### src/port9_defs.svh
// Purpose: Offsets, field masks and reset values of the port 9 mux block.
// Assumes: APB byte addresses, one 32-bit word per register.
// Notes:   Only the low 16 bits of each register are used.
`ifndef PORT9_DEFS_SVH
`define PORT9_DEFS_SVH

`define P9_OFS_LATCH    12'h000
`define P9_OFS_DIR      12'h004
`define P9_OFS_ALT      12'h008
`define P9_OFS_FSEL     12'h00C
`define P9_OFS_FEXT     12'h010
`define P9_OFS_PULLUP   12'h014
`define P9_OFS_LEVEL    12'h018

`define P9_RST_REG      16'h0000
`define P9_FEXT_MASK    16'h20FF

`endif

### src/port9_pkg.sv
// Purpose: Types shared by the port 9 mux block and its users.
// Assumes: Nothing beyond the defs header.
// Notes:   Peripheral signals travel as packed structs.
package port9_pkg;

  // Signals that peripherals drive toward the pins.
  typedef struct packed {
    logic programmable_clock_out;
    logic csi2_sck_out;
    logic csi2_sck_oe;
    logic csi2_so;
    logic csi1_sck_out;
    logic csi1_sck_oe;
    logic csi1_so;
    logic timer_p2_ch0_compare_out;
    logic timer_p2_ch1_compare_out;
    logic timer_q1_ch0_compare_out;
    logic timer_q1_ch1_compare_out;
    logic timer_q1_ch2_compare_out;
    logic timer_q1_ch3_compare_out;
    logic uart1_transmit_out;
  } periph_out_t;

  // Pin levels handed to peripheral inputs.
  typedef struct packed {
    logic ext_interrupt_in_4;
    logic ext_interrupt_in_5;
    logic ext_interrupt_in_6;
    logic csi2_sck_in;
    logic csi2_si;
    logic csi1_sck_in;
    logic csi1_si;
    logic timer_p2_ch0_capture_in;
    logic timer_p2_ch1_capture_in;
    logic timer_q1_ch0_capture_in;
    logic timer_q1_ch1_capture_in;
    logic timer_q1_ch2_capture_in;
    logic timer_q1_ch3_capture_in;
    logic key_return_in_6;
    logic key_return_in_7;
    logic uart1_receive_in;
  } periph_in_t;

  typedef logic [15:0] word16_t;

endpackage

### src/port9_alt_function_select.sv
// Purpose: Port 9 pin function multiplexer with APB register file.
// Assumes: Pins and peripheral signals are synchronous to clk_sys.
// Notes:   Prohibited select codes leave the pin undriven.
`timescale 1ns/100ps
`include "port9_defs.svh"

module port9_alt_function_select
  import port9_pkg::*;
(
  // Clock, reset and enable
  input  wire logic        clk_sys,
  input  wire logic        resetn,
  input  wire logic        clk_en,
  // APB slave
  input  wire logic        psel,
  input  wire logic        penable,
  input  wire logic        pwrite,
  input  wire logic [11:0] paddr,
  input  wire logic [31:0] pwdata,
  input  wire logic [3:0]  pstrb,
  output logic             pready,
  output logic [31:0]      prdata,
  output logic             pslverr,
  // Pins
  input  wire logic [15:0] pin_in,
  output logic [15:0]      pin_out,
  output logic [15:0]      pin_oe,
  output logic [15:0]      pin_pullup_en,
  // Peripherals
  input  wire periph_out_t periph_out,
  output periph_in_t       periph_in
);

  word16_t port9_output_latch;
  word16_t port9_output_enable;
  word16_t port9_alternate_enable;
  word16_t port9_function_select;
  word16_t port9_function_select_extension;
  word16_t port9_pullup_enable;

  word16_t    next_pin_out;
  word16_t    next_pin_oe;
  periph_in_t next_periph_in;
  logic [31:0] next_rdata;
  logic        next_err;

  logic access;
  logic wr_en;
  logic rd_hit;

  // Merges byte lanes of a write into a 16-bit register.
  function automatic word16_t lane_merge(input word16_t old_val,
                                         input logic [31:0] wdata,
                                         input logic [3:0] strb);
    word16_t res;
    res = old_val;
    if (strb[0]) begin
      res[7:0] = wdata[7:0];
    end
    if (strb[1]) begin
      res[15:8] = wdata[15:8];
    end
    return res;
  endfunction

  // Control code of one pin: extension bit above select bit.
  function automatic logic [1:0] code_of(input int unsigned n);
    return {port9_function_select_extension[n], port9_function_select[n]};
  endfunction

  assign access = psel & penable & ~pready;
  assign wr_en  = access & pwrite & ~next_err;
  assign rd_hit = access & ~pwrite;

  // Address decode and read data.
  always_comb begin
    next_err   = 1'b0;
    next_rdata = 32'h0000_0000;
    unique case (paddr)
      `P9_OFS_LATCH:  next_rdata[15:0] = port9_output_latch;
      `P9_OFS_DIR:    next_rdata[15:0] = port9_output_enable;
      `P9_OFS_ALT:    next_rdata[15:0] = port9_alternate_enable;
      `P9_OFS_FSEL:   next_rdata[15:0] = port9_function_select;
      `P9_OFS_FEXT:   next_rdata[15:0] = port9_function_select_extension;
      `P9_OFS_PULLUP: next_rdata[15:0] = port9_pullup_enable;
      `P9_OFS_LEVEL:  next_rdata[15:0] = pin_in;
      default:        next_err = 1'b1;
    endcase
  end

  // APB handshake: one wait state, answer registered.
  always_ff @(posedge clk_sys or negedge resetn) begin
    if (!resetn) begin
      pready  <= 1'b0;
      pslverr <= 1'b0;
      prdata  <= 32'h0000_0000;
    end else if (clk_en) begin
      pready  <= access;
      pslverr <= access & next_err;
      prdata  <= rd_hit ? next_rdata : 32'h0000_0000;
    end
  end

  // Port latch and direction registers.
  always_ff @(posedge clk_sys or negedge resetn) begin
    if (!resetn) begin
      port9_output_latch  <= `P9_RST_REG;
      port9_output_enable <= `P9_RST_REG;
    end else if (clk_en && wr_en) begin
      if (paddr == `P9_OFS_LATCH) begin
        port9_output_latch <= lane_merge(port9_output_latch, pwdata, pstrb);
      end
      if (paddr == `P9_OFS_DIR) begin
        port9_output_enable <= lane_merge(port9_output_enable, pwdata, pstrb);
      end
    end
  end

  // Mode registers; extension bits without a function stay zero.
  always_ff @(posedge clk_sys or negedge resetn) begin
    if (!resetn) begin
      port9_alternate_enable          <= `P9_RST_REG;
      port9_function_select           <= `P9_RST_REG;
      port9_function_select_extension <= `P9_RST_REG;
    end else if (clk_en && wr_en) begin
      if (paddr == `P9_OFS_ALT) begin
        port9_alternate_enable <= lane_merge(port9_alternate_enable, pwdata, pstrb);
      end
      if (paddr == `P9_OFS_FSEL) begin
        port9_function_select <= lane_merge(port9_function_select, pwdata, pstrb);
      end
      if (paddr == `P9_OFS_FEXT) begin
        port9_function_select_extension <=
          lane_merge(port9_function_select_extension, pwdata, pstrb) & `P9_FEXT_MASK;
      end
    end
  end

  // Pull-up register, each byte half written alone.
  always_ff @(posedge clk_sys or negedge resetn) begin
    if (!resetn) begin
      port9_pullup_enable <= `P9_RST_REG;
    end else if (clk_en && wr_en && paddr == `P9_OFS_PULLUP) begin
      port9_pullup_enable <= lane_merge(port9_pullup_enable, pwdata, pstrb);
    end
  end

  // Pin output mux.
  always_comb begin
    next_pin_out = port9_output_latch;
    next_pin_oe  = port9_output_enable;
    for (int n = 0; n < 16; n++) begin
      if (port9_alternate_enable[n]) begin
        next_pin_out[n] = 1'b0;
        next_pin_oe[n]  = 1'b0;
      end
    end
    if (port9_alternate_enable[13] && code_of(13) == 2'b10) begin
      next_pin_out[13] = periph_out.programmable_clock_out;
      next_pin_oe[13]  = 1'b1;
    end
    if (port9_alternate_enable[12] && port9_function_select[12]) begin
      next_pin_out[12] = periph_out.csi2_sck_out;
      next_pin_oe[12]  = periph_out.csi2_sck_oe;
    end
    if (port9_alternate_enable[11] && port9_function_select[11]) begin
      next_pin_out[11] = periph_out.csi2_so;
      next_pin_oe[11]  = 1'b1;
    end
    if (port9_alternate_enable[9] && port9_function_select[9]) begin
      next_pin_out[9] = periph_out.csi1_sck_out;
      next_pin_oe[9]  = periph_out.csi1_sck_oe;
    end
    if (port9_alternate_enable[8] && port9_function_select[8]) begin
      next_pin_out[8] = periph_out.csi1_so;
      next_pin_oe[8]  = 1'b1;
    end
    if (port9_alternate_enable[7] && code_of(7) == 2'b11) begin
      next_pin_out[7] = periph_out.timer_p2_ch0_compare_out;
      next_pin_oe[7]  = 1'b1;
    end
    if (port9_alternate_enable[6] && code_of(6) == 2'b11) begin
      next_pin_out[6] = periph_out.timer_p2_ch1_compare_out;
      next_pin_oe[6]  = 1'b1;
    end
    if (port9_alternate_enable[5] && code_of(5) == 2'b10) begin
      next_pin_out[5] = periph_out.timer_q1_ch0_compare_out;
      next_pin_oe[5]  = 1'b1;
    end
    if (port9_alternate_enable[4] && code_of(4) == 2'b10) begin
      next_pin_out[4] = periph_out.timer_q1_ch3_compare_out;
      next_pin_oe[4]  = 1'b1;
    end
    if (port9_alternate_enable[3] && code_of(3) == 2'b10) begin
      next_pin_out[3] = periph_out.timer_q1_ch2_compare_out;
      next_pin_oe[3]  = 1'b1;
    end
    if (port9_alternate_enable[2] && code_of(2) == 2'b10) begin
      next_pin_out[2] = periph_out.timer_q1_ch1_compare_out;
      next_pin_oe[2]  = 1'b1;
    end
    if (port9_alternate_enable[0] && code_of(0) == 2'b10) begin
      next_pin_out[0] = periph_out.uart1_transmit_out;
      next_pin_oe[0]  = 1'b1;
    end
  end

  // Peripheral input routing; unselected inputs read zero.
  always_comb begin
    next_periph_in = '0;
    if (port9_alternate_enable[15] && port9_function_select[15]) begin
      next_periph_in.ext_interrupt_in_6 = pin_in[15];
    end
    if (port9_alternate_enable[14] && port9_function_select[14]) begin
      next_periph_in.ext_interrupt_in_5 = pin_in[14];
    end
    if (port9_alternate_enable[13] && code_of(13) == 2'b01) begin
      next_periph_in.ext_interrupt_in_4 = pin_in[13];
    end
    if (port9_alternate_enable[12] && port9_function_select[12]) begin
      next_periph_in.csi2_sck_in = pin_in[12];
    end
    if (port9_alternate_enable[10] && port9_function_select[10]) begin
      next_periph_in.csi2_si = pin_in[10];
    end
    if (port9_alternate_enable[9] && port9_function_select[9]) begin
      next_periph_in.csi1_sck_in = pin_in[9];
    end
    if (port9_alternate_enable[7] && code_of(7) == 2'b01) begin
      next_periph_in.csi1_si = pin_in[7];
    end
    if (port9_alternate_enable[7] && code_of(7) == 2'b10) begin
      next_periph_in.timer_p2_ch0_capture_in = pin_in[7];
    end
    if (port9_alternate_enable[6] && code_of(6) == 2'b10) begin
      next_periph_in.timer_p2_ch1_capture_in = pin_in[6];
    end
    if (port9_alternate_enable[5] && code_of(5) == 2'b01) begin
      next_periph_in.timer_q1_ch0_capture_in = pin_in[5];
    end
    if (port9_alternate_enable[4] && code_of(4) == 2'b01) begin
      next_periph_in.timer_q1_ch3_capture_in = pin_in[4];
    end
    if (port9_alternate_enable[3] && code_of(3) == 2'b01) begin
      next_periph_in.timer_q1_ch2_capture_in = pin_in[3];
    end
    if (port9_alternate_enable[2] && code_of(2) == 2'b01) begin
      next_periph_in.timer_q1_ch1_capture_in = pin_in[2];
    end
    if (port9_alternate_enable[1] && code_of(1) == 2'b01) begin
      next_periph_in.key_return_in_7 = pin_in[1];
    end
    if (port9_alternate_enable[1] && code_of(1) == 2'b10) begin
      next_periph_in.key_return_in_7  = pin_in[1];
      next_periph_in.uart1_receive_in = pin_in[1];
    end
    if (port9_alternate_enable[0] && code_of(0) == 2'b01) begin
      next_periph_in.key_return_in_6 = pin_in[0];
    end
  end

  // Registered pin side and peripheral side.
  always_ff @(posedge clk_sys or negedge resetn) begin
    if (!resetn) begin
      pin_out       <= 16'h0000;
      pin_oe        <= 16'h0000;
      pin_pullup_en <= 16'h0000;
      periph_in     <= '0;
    end else if (clk_en) begin
      pin_out       <= next_pin_out;
      pin_oe        <= next_pin_oe;
      pin_pullup_en <= port9_pullup_enable;
      periph_in     <= next_periph_in;
    end
  end

endmodule // port9_alt_function_select

### config.mk
export PLATFORM = sky130hd
export DESIGN_NAME = port9_alt_function_select
export DESIGN_NICKNAME = d
export VERILOG_FILES = /design/src/port9_pkg.sv /design/src/port9_alt_function_select.sv
export VERILOG_INCLUDE_DIRS = /design/src
export SDC_FILE = /design/constraint.sdc
export NUM_CORES = 1
export LEC_CHECK = 0
export BUFFER_PORTS_ARGS = -buffer_cell sky130_fd_sc_hd__buf_2
export CORE_ASPECT_RATIO = 0.6
export CORE_UTILIZATION = 45
export DETAILED_ROUTE_END_ITERATION = 10
export HOLD_SLACK_MARGIN = 0.03
export PLACE_DENSITY = 0.71
export SYNTH_ARGS = -nofsm -noshare
export SYNTH_HDL_FRONTEND = slang
export SYNTH_SLANG_ARGS = --single-unit
### constraint.sdc
create_clock -name clk_sys -period 2.25 [get_ports clk_sys]
set_input_delay 0.45 -clock clk_sys [delete_from_list [all_inputs] [get_ports clk_sys]]
set_output_delay 0.45 -clock clk_sys [all_outputs]
set_load 0.02 [all_outputs]
==> results of run 1 <==
-- report_power, final --
part           internal [uW]  switching [uW]
Sequential              3110            18.1
Combinational            165             301
Clock                   1720            1270
Total                   4990            1590
-- state kept, by name, indices dropped and copies added, names as in the netlist --
name / cells
periph_in: 16
port9_pullup_enable: 16
pin_out: 16
pready: 1
prdata: 16
port9_function_select: 16
port9_output_enable: 16
pin_oe: 16
pin_pullup_en: 16
pslverr: 1
port9_function_select_extension: 9
port9_output_latch: 16
port9_alternate_enable: 16
-- synth_stat cells (all sizes together) (10+ instances only) --
| library cell | count | area, um^2 |
|---|---|---|
| a31oi | 16 | 100 |
| clkbuf | 18 | 67.6 |
| mux2i | 41 | 410 |
| nor2b | 14 | 87.6 |
| nand2b | 10 | 62.6 |
| nor4 | 11 | 120 |
| o21ai | 17 | 85.1 |
| a21oi | 14 | 70.1 |
| nor2 | 35 | 141 |
| buf | 31 | 195 |
| dfrtp | 171 | 4280 |
| mux2 | 115 | 1330 |
| inv | 36 | 135 |
| nand3 | 11 | 55.1 |
| o22ai | 28 | 175 |
-- metal layers --
layer  GRT usage (%)  share of wire (%)  up-vias
met3            4.62                6.6       14
met1            36.5                 51     2954
met4            4.36               0.65        0
li1                -                  -     2676
met5               0                  0        -
met2            32.6                 42      195
-- layout make-up --
| cell class | count | area (um^2) | share of cell area [%] |
|---|---|---|---|
| clock buffer | 19 | 453 | 4.51 |
| clock inverter | 13 | 155 | 1.54 |
| inverter | 36 | 135 | 1.34 |
| multi-input combinational | 395 | 3420 | 34.0 |
| sequential | 171 | 4280 | 42.6 |
| tap | 234 | 293 | 2.91 |
| timing repair buffer | 199 | 1320 | 13.1 |
-- path summary, 6_finish.rpt --
kind | from | to | slack (ps) | cells after the start
setup / recovery | pready$_DFFE_PN0P_ | port9_output_enable[7]$_DFFE_PN0P_ | -30 | 5
setup reg to reg | pready$_DFFE_PN0P_ | port9_output_enable[7]$_DFFE_PN0P_ | -30 | 5
min in group asynchronous | resetn | prdata[5]$_DFFE_PN0P_ | 600 | 2
max in group asynchronous | resetn | port9_function_select[14]$_DFFE_PN0P_ | 1020 | 3
hold / removal | periph_out[8] | pin_oe[9]$_DFFE_PN0P_ | 300 | 3
hold reg to reg | pin_pullup_en[4]$_DFFE_PN0P_ | pin_pullup_en[4]$_DFFE_PN0P_ | 510 | 1
-- metrics by stage --
| stage | setup slack, ps | TNS, ps |
|---|---|---|
| after global placement | -305 | -27640 |
| final | -26.3 | -180 |
| after global routing | -33.3 | -188 |
| after detailed placement | -338 | -29820 |
| after floorplan | -247 | -11980 |
| after CTS | 25.4 | 0 |
-- kinds of logic (layout without fill, tap and decap cells) --
family,after synthesis,count (layout)
multiplexers,160,160
AO/OA/AOI/OAI,92,92
XOR/XNOR,1,1
AND/OR/NAND/NOR,126,126
other,1,16
buffers and inverters,85,267
flip-flops,171,171
-- tightest hold or removal path: stages --
cell and delay [ps]:
buf_2 100, nand3_1 70, a31oi_1 80
-- what timing repair did --
item                                    in CTS  in global routing
hold endpoints to repair                    27                  0
setup buffers                                1                  1
pin swaps                                    3                  0
endpoints found under the setup margin      16                 16
hold buffers                                 1                  0
resized for setup                            5                  3
==> reports/metrics.cfg, run 1 <==
[floorplan]
dieArea_um2 = 18100
rows = 37
die_y_um = 105
die_x_um = 173
core_um2 = 17200
num_io_pins = 182
start_util_pct = 46.1

[pwr]
vdd_drop_max_v = 0.000494
leakagePower_uw = 0.00495
power_density_nw_per_um2 = 655
total_power_uw = 6580

[drt]
via_per_inst = 5.47
vias = 5839
drt_iter0_markers = 449
ant_nets = 0
drtPass1Iterations = 5
drcViolationCount = 0
wl_mm = 20.1
wl_per_cell_um = 18.9

[clock_network]
cts_max_level = 4
cts_tree = done
clk_pin_slew_ps = 70
clock_path_buffers = 2
clock-sinks = 171
cts_buffers = 17
clk_latency_ps = 420
clock-root-buffer = clkbuf_16

[worst_setup_path]
cp_num_buf_inv = 1
start_kind = register
cp.arrival_ps = 2580
critPathKind = reg2reg
cp_slowest_stage_delay_ps = 590
critical_path_required_ps = 2560
path_cells = nand4b_1, or4_4, or4_4, buf_12, mux2_4
cpMostUsedCell = or4_4
critPathMaxFanout = 8
slowest_stage = or4_4
critPathTopFamily = simple AND/OR/NAND/NOR gates
endpoint_kind = register

[outcome]
violations = negative setup slack
status = finished with violations

[yosys]
synth-async-reset-ratio_pct = 100
synth-compound-area-share_pct = 7.35
seq_area_frac_synth_pct = 54.1
ys_types = 41
synth_edf_count = 0
yosysWarnings = 0
avgSynthCellArea_um2 = 12.4
synthCells = 636
syn-cell-area_um2 = 7910
synth_top_family_by_area = multiplexers
ys_ff_latch = 171
synth_adder_area_share_pct = 0
synth-xor-area-share_pct = 0.111
muxShareOfSynthArea_pct = 23.1
synth_ff_type = dfrtp_1
yosys.area_share.simple_pct = 10.3

[finish]
final_cell_area_um2 = 10000
fillers = 1450
areaGrowthSynthToFinish_pct = 27.0
fin_cells = 1067
nNetsFinal = 904
num_antenna_cells = 0
final_cell_mix = dfrtp_1 (171), buf_2 (145), mux2_2 (82)
final_common_cell = dfrtp_1
final_core_util_pct = 58.5
final_layout_size_suffix_gt1_share_pct = 43.8

[timing]
slew_headroom_pct = 61.4
fmax_mhz = 439
drv_slew = 0
fin_crit_sh_pct = 101
hold_viol_final = 0
tightest_slew_ps = 579
finalSetupViolCount = 8
clock-skew-final_ps = 16.2
setup_ws_ps = -26.3
period_needed_ps = 2280
rsz0062_at_grt = true
worst_hold_slack_ps = 302

[global_route]
antenna_found_initial = 0
grt_pass1_vias = 5660
track_usage_pct = 23.1
grt_max_degree = 121
grt_overflow = 0
grt_pass1_wl_mm = 32.4

[place]
dpl.hpwl_mm = 14.0
place_area_um2 = 9390
io_buffers = 147
gp_congestion = 0.780
placedCellCount = 1032

[hold_path]
hp-class = in2reg

[job]
cap_violations = 0

Note: power is estimated with default switching activity, not from simulation.
==> run 2, diff against run 1 <==
SETUP_SLACK_MARGIN = 0.1   (was default)
==> run 2 against run 1 <==
Effect of this change:
- the run still ends with negative setup slack left
- total power is 1.4% higher
- final cell count is 0.28% higher
- wire length rose by 5.3%
- combinational power decreased by 0.9%
- sequential cell count unchanged
- clock skew is 7.2 ps lower
- critical path type unchanged
- critical endpoint is now port9_output_enable[3]$_DFFE_PN0P_
==> reports/metrics.cfg, run 2 (synthesis gave the netlist of run 1 again) <==
[outcome]
status = finished with violations
violations = negative setup slack

[pwr]
power_density_nw_per_um2 = 658
internal-power_uw = 5150
p_comb_share_pct = 6.9
pwr-share-clk_pct = 46.3
switching_power_uw = 1520
pwr-share-seq_pct = 46.8
leakagePower_uw = 0.00498
vdd_drop_max_v = 0.000329
switching_share_pct = 22.8

[timing]
period_needed_ps = 2260
finalSetupViolCount = 5
rsz0062_at_grt = true
drv_slew = 0
setup_ws_ps = -12.7
fmax_mhz = 442
fin_crit_sh_pct = 101
tightest_slew_ps = 570
hold_viol_final = 0
clock-skew-final_ps = 9.04
slew_headroom_pct = 62.0

[place]
io_buffers = 147
gp_congestion = 0.851
dp_slack_ps = -335
dpl.hpwl_mm = 15.0
placedCellCount = 1036

[worst_setup_path]
cpMostUsedCell = or4_4
critPathMaxFanout = 8
critPathTopFamily = simple AND/OR/NAND/NOR gates
rrSetupSlack_ps = -10
path_cells = nand4b_1, or4_4, or4_4, buf_12, mux2_4
ff2ff_path_depth = 5
critPathKind = reg2reg
endpoint_kind = register
rr_startpoint = pready$_DFFE_PN0P_
slowest_stage = or4_4
critical_path_required_ps = 2560
cp.arrival_ps = 2570
cp_num_buf_inv = 1
r2r_end = port9_output_enable[3]$_DFFE_PN0P_
start_kind = register
cp_slowest_stage_delay_ps = 570

[finish]
final_cell_mix = dfrtp_1 (171), buf_2 (145), mux2_2 (59)
areaGrowthSynthToFinish_pct = 28.3
fin_cells = 1070
regArea_um2 = 4280
multi_input_area_um2 = 3520
final_layout_size_suffix_gt1_share_pct = 43.9
num_antenna_cells = 0
nNetsFinal = 908
final_common_cell = dfrtp_1
fillers = 1369

[drt]
wl_mm = 21.2
drcViolationCount = 0
via_per_inst = 5.57
drt_iter0_markers = 406
vias = 5964
wl_per_cell_um = 19.8
ant_nets = 0
drtPass1Iterations = 5

[floorplan]
rows = 37
die_y_um = 105
core_um2 = 17200
start_util_pct = 46.1
die_x_um = 173
num_io_pins = 182
dieArea_um2 = 18100

[clock_network]
clock_path_buffers = 2
clk_pin_slew_ps = 70
clk_latency_ps = 430
cts_tree = done
clock-root-buffer = clkbuf_16
clock-sinks = 171
cts_buffers = 17
cts_max_level = 4

[global_route]
grt_overflow = 0
grt_pass1_vias = 6131
track_usage_pct = 24.1
antenna_found_initial = 1
grt_max_degree = 121
grt_pass1_wl_mm = 33.5

[hold_path]
hp-start = periph_out[8]
whs_endpoint = pin_oe[9]$_DFFE_PN0P_
hp-class = in2reg
hold_depth = 3

[job]
cap_violations = 0

[run 2: changes by cell type in the layout (fill, tap and decap cells not counted), sizes merged]
cell,before,now
clkinv,4,5
clkinvlp,2,1
buf,198,202
bufinv,2,4
inv,41,36
clkbuf,19,21
[run 2: worst max-delay path by stage]
stage                                  start                                     to  slack [ps]  cells after the start
final                     pready$_DFFE_PN0P_     port9_output_enable[3]$_DFFE_PN0P_         -10                      5
after global routing      pready$_DFFE_PN0P_     port9_pullup_enable[6]$_DFFE_PN0P_         -70                      6
after CTS                 pready$_DFFE_PN0P_     port9_pullup_enable[6]$_DFFE_PN0P_         -50                      6
after detailed placement            paddr[9]  port9_alternate_enable[2]$_DFFE_PN0P_        -330                      7
after global placement              paddr[9]  port9_alternate_enable[7]$_DFFE_PN0P_        -300                      7
after floorplan                     paddr[4]     port9_output_enable[0]$_DFFE_PN0P_        -250                      7
[run 2: layout make-up]
class,instances,area share [%]
clock buffers,21,4.44
clock inverters,10,1.65
inverters,36,1.33
multi-input cells,395,34.6
repair buffers,203,12.9
well taps,234,2.88
flip-flops and latches,171,42.1
[run 2: metrics by stage]
step | power [uW] | util (%) | TNS (ps) | hold WS, ps | instance area, um^2
floorplan | 3400 | - | -13030 | 154 | 8170
CTS | 6710 | 58.8 | -494 | 287 | 10100
finish | 6680 | 59.1 | -25.7 | 293 | 10200
global route | 6870 | 59.1 | -769 | 298 | 10200
global placement | 3620 | 54.9 | -25270 | 421 | 9440
detailed placement | 3640 | 54.9 | -26710 | 430 | 9440
[run 2: tightest hold or removal path: cells and delay by family]
kind / cells / cell delay [ps]
buffers and inverters: 1 / 90
AOI/OAI and AO/OA: 1 / 70
and+or+nand+nor: 1 / 70
[run 2: repair_timing]
item	4_1_cts	5_1_grt
hold buffers	1	0
endpoints found under the setup margin	32	71
pin swaps	3	2
endpoints found under the hold margin	47	0
gates resized for setup	7	14
buffers inserted	1	1
[run 2: power groups by stage]
stage	Combinational, uW	Sequential (uW)	Clock [uW]
6_report	461	3130	3090
5_1_grt	503	3130	3240
4_1_cts	462	3130	3120
3_5_place_dp	457	3180	0
3_3_place_gp	443	3180	0
2_1_floorplan	180	3220	0
[run 2: metal layers]
metal  part of all wire (%)  track usage, %
met5                  0.066               0
met4                    1.4            6.95
met3                    7.1            5.86
met2                     44            35.8
met1                     47            35.0
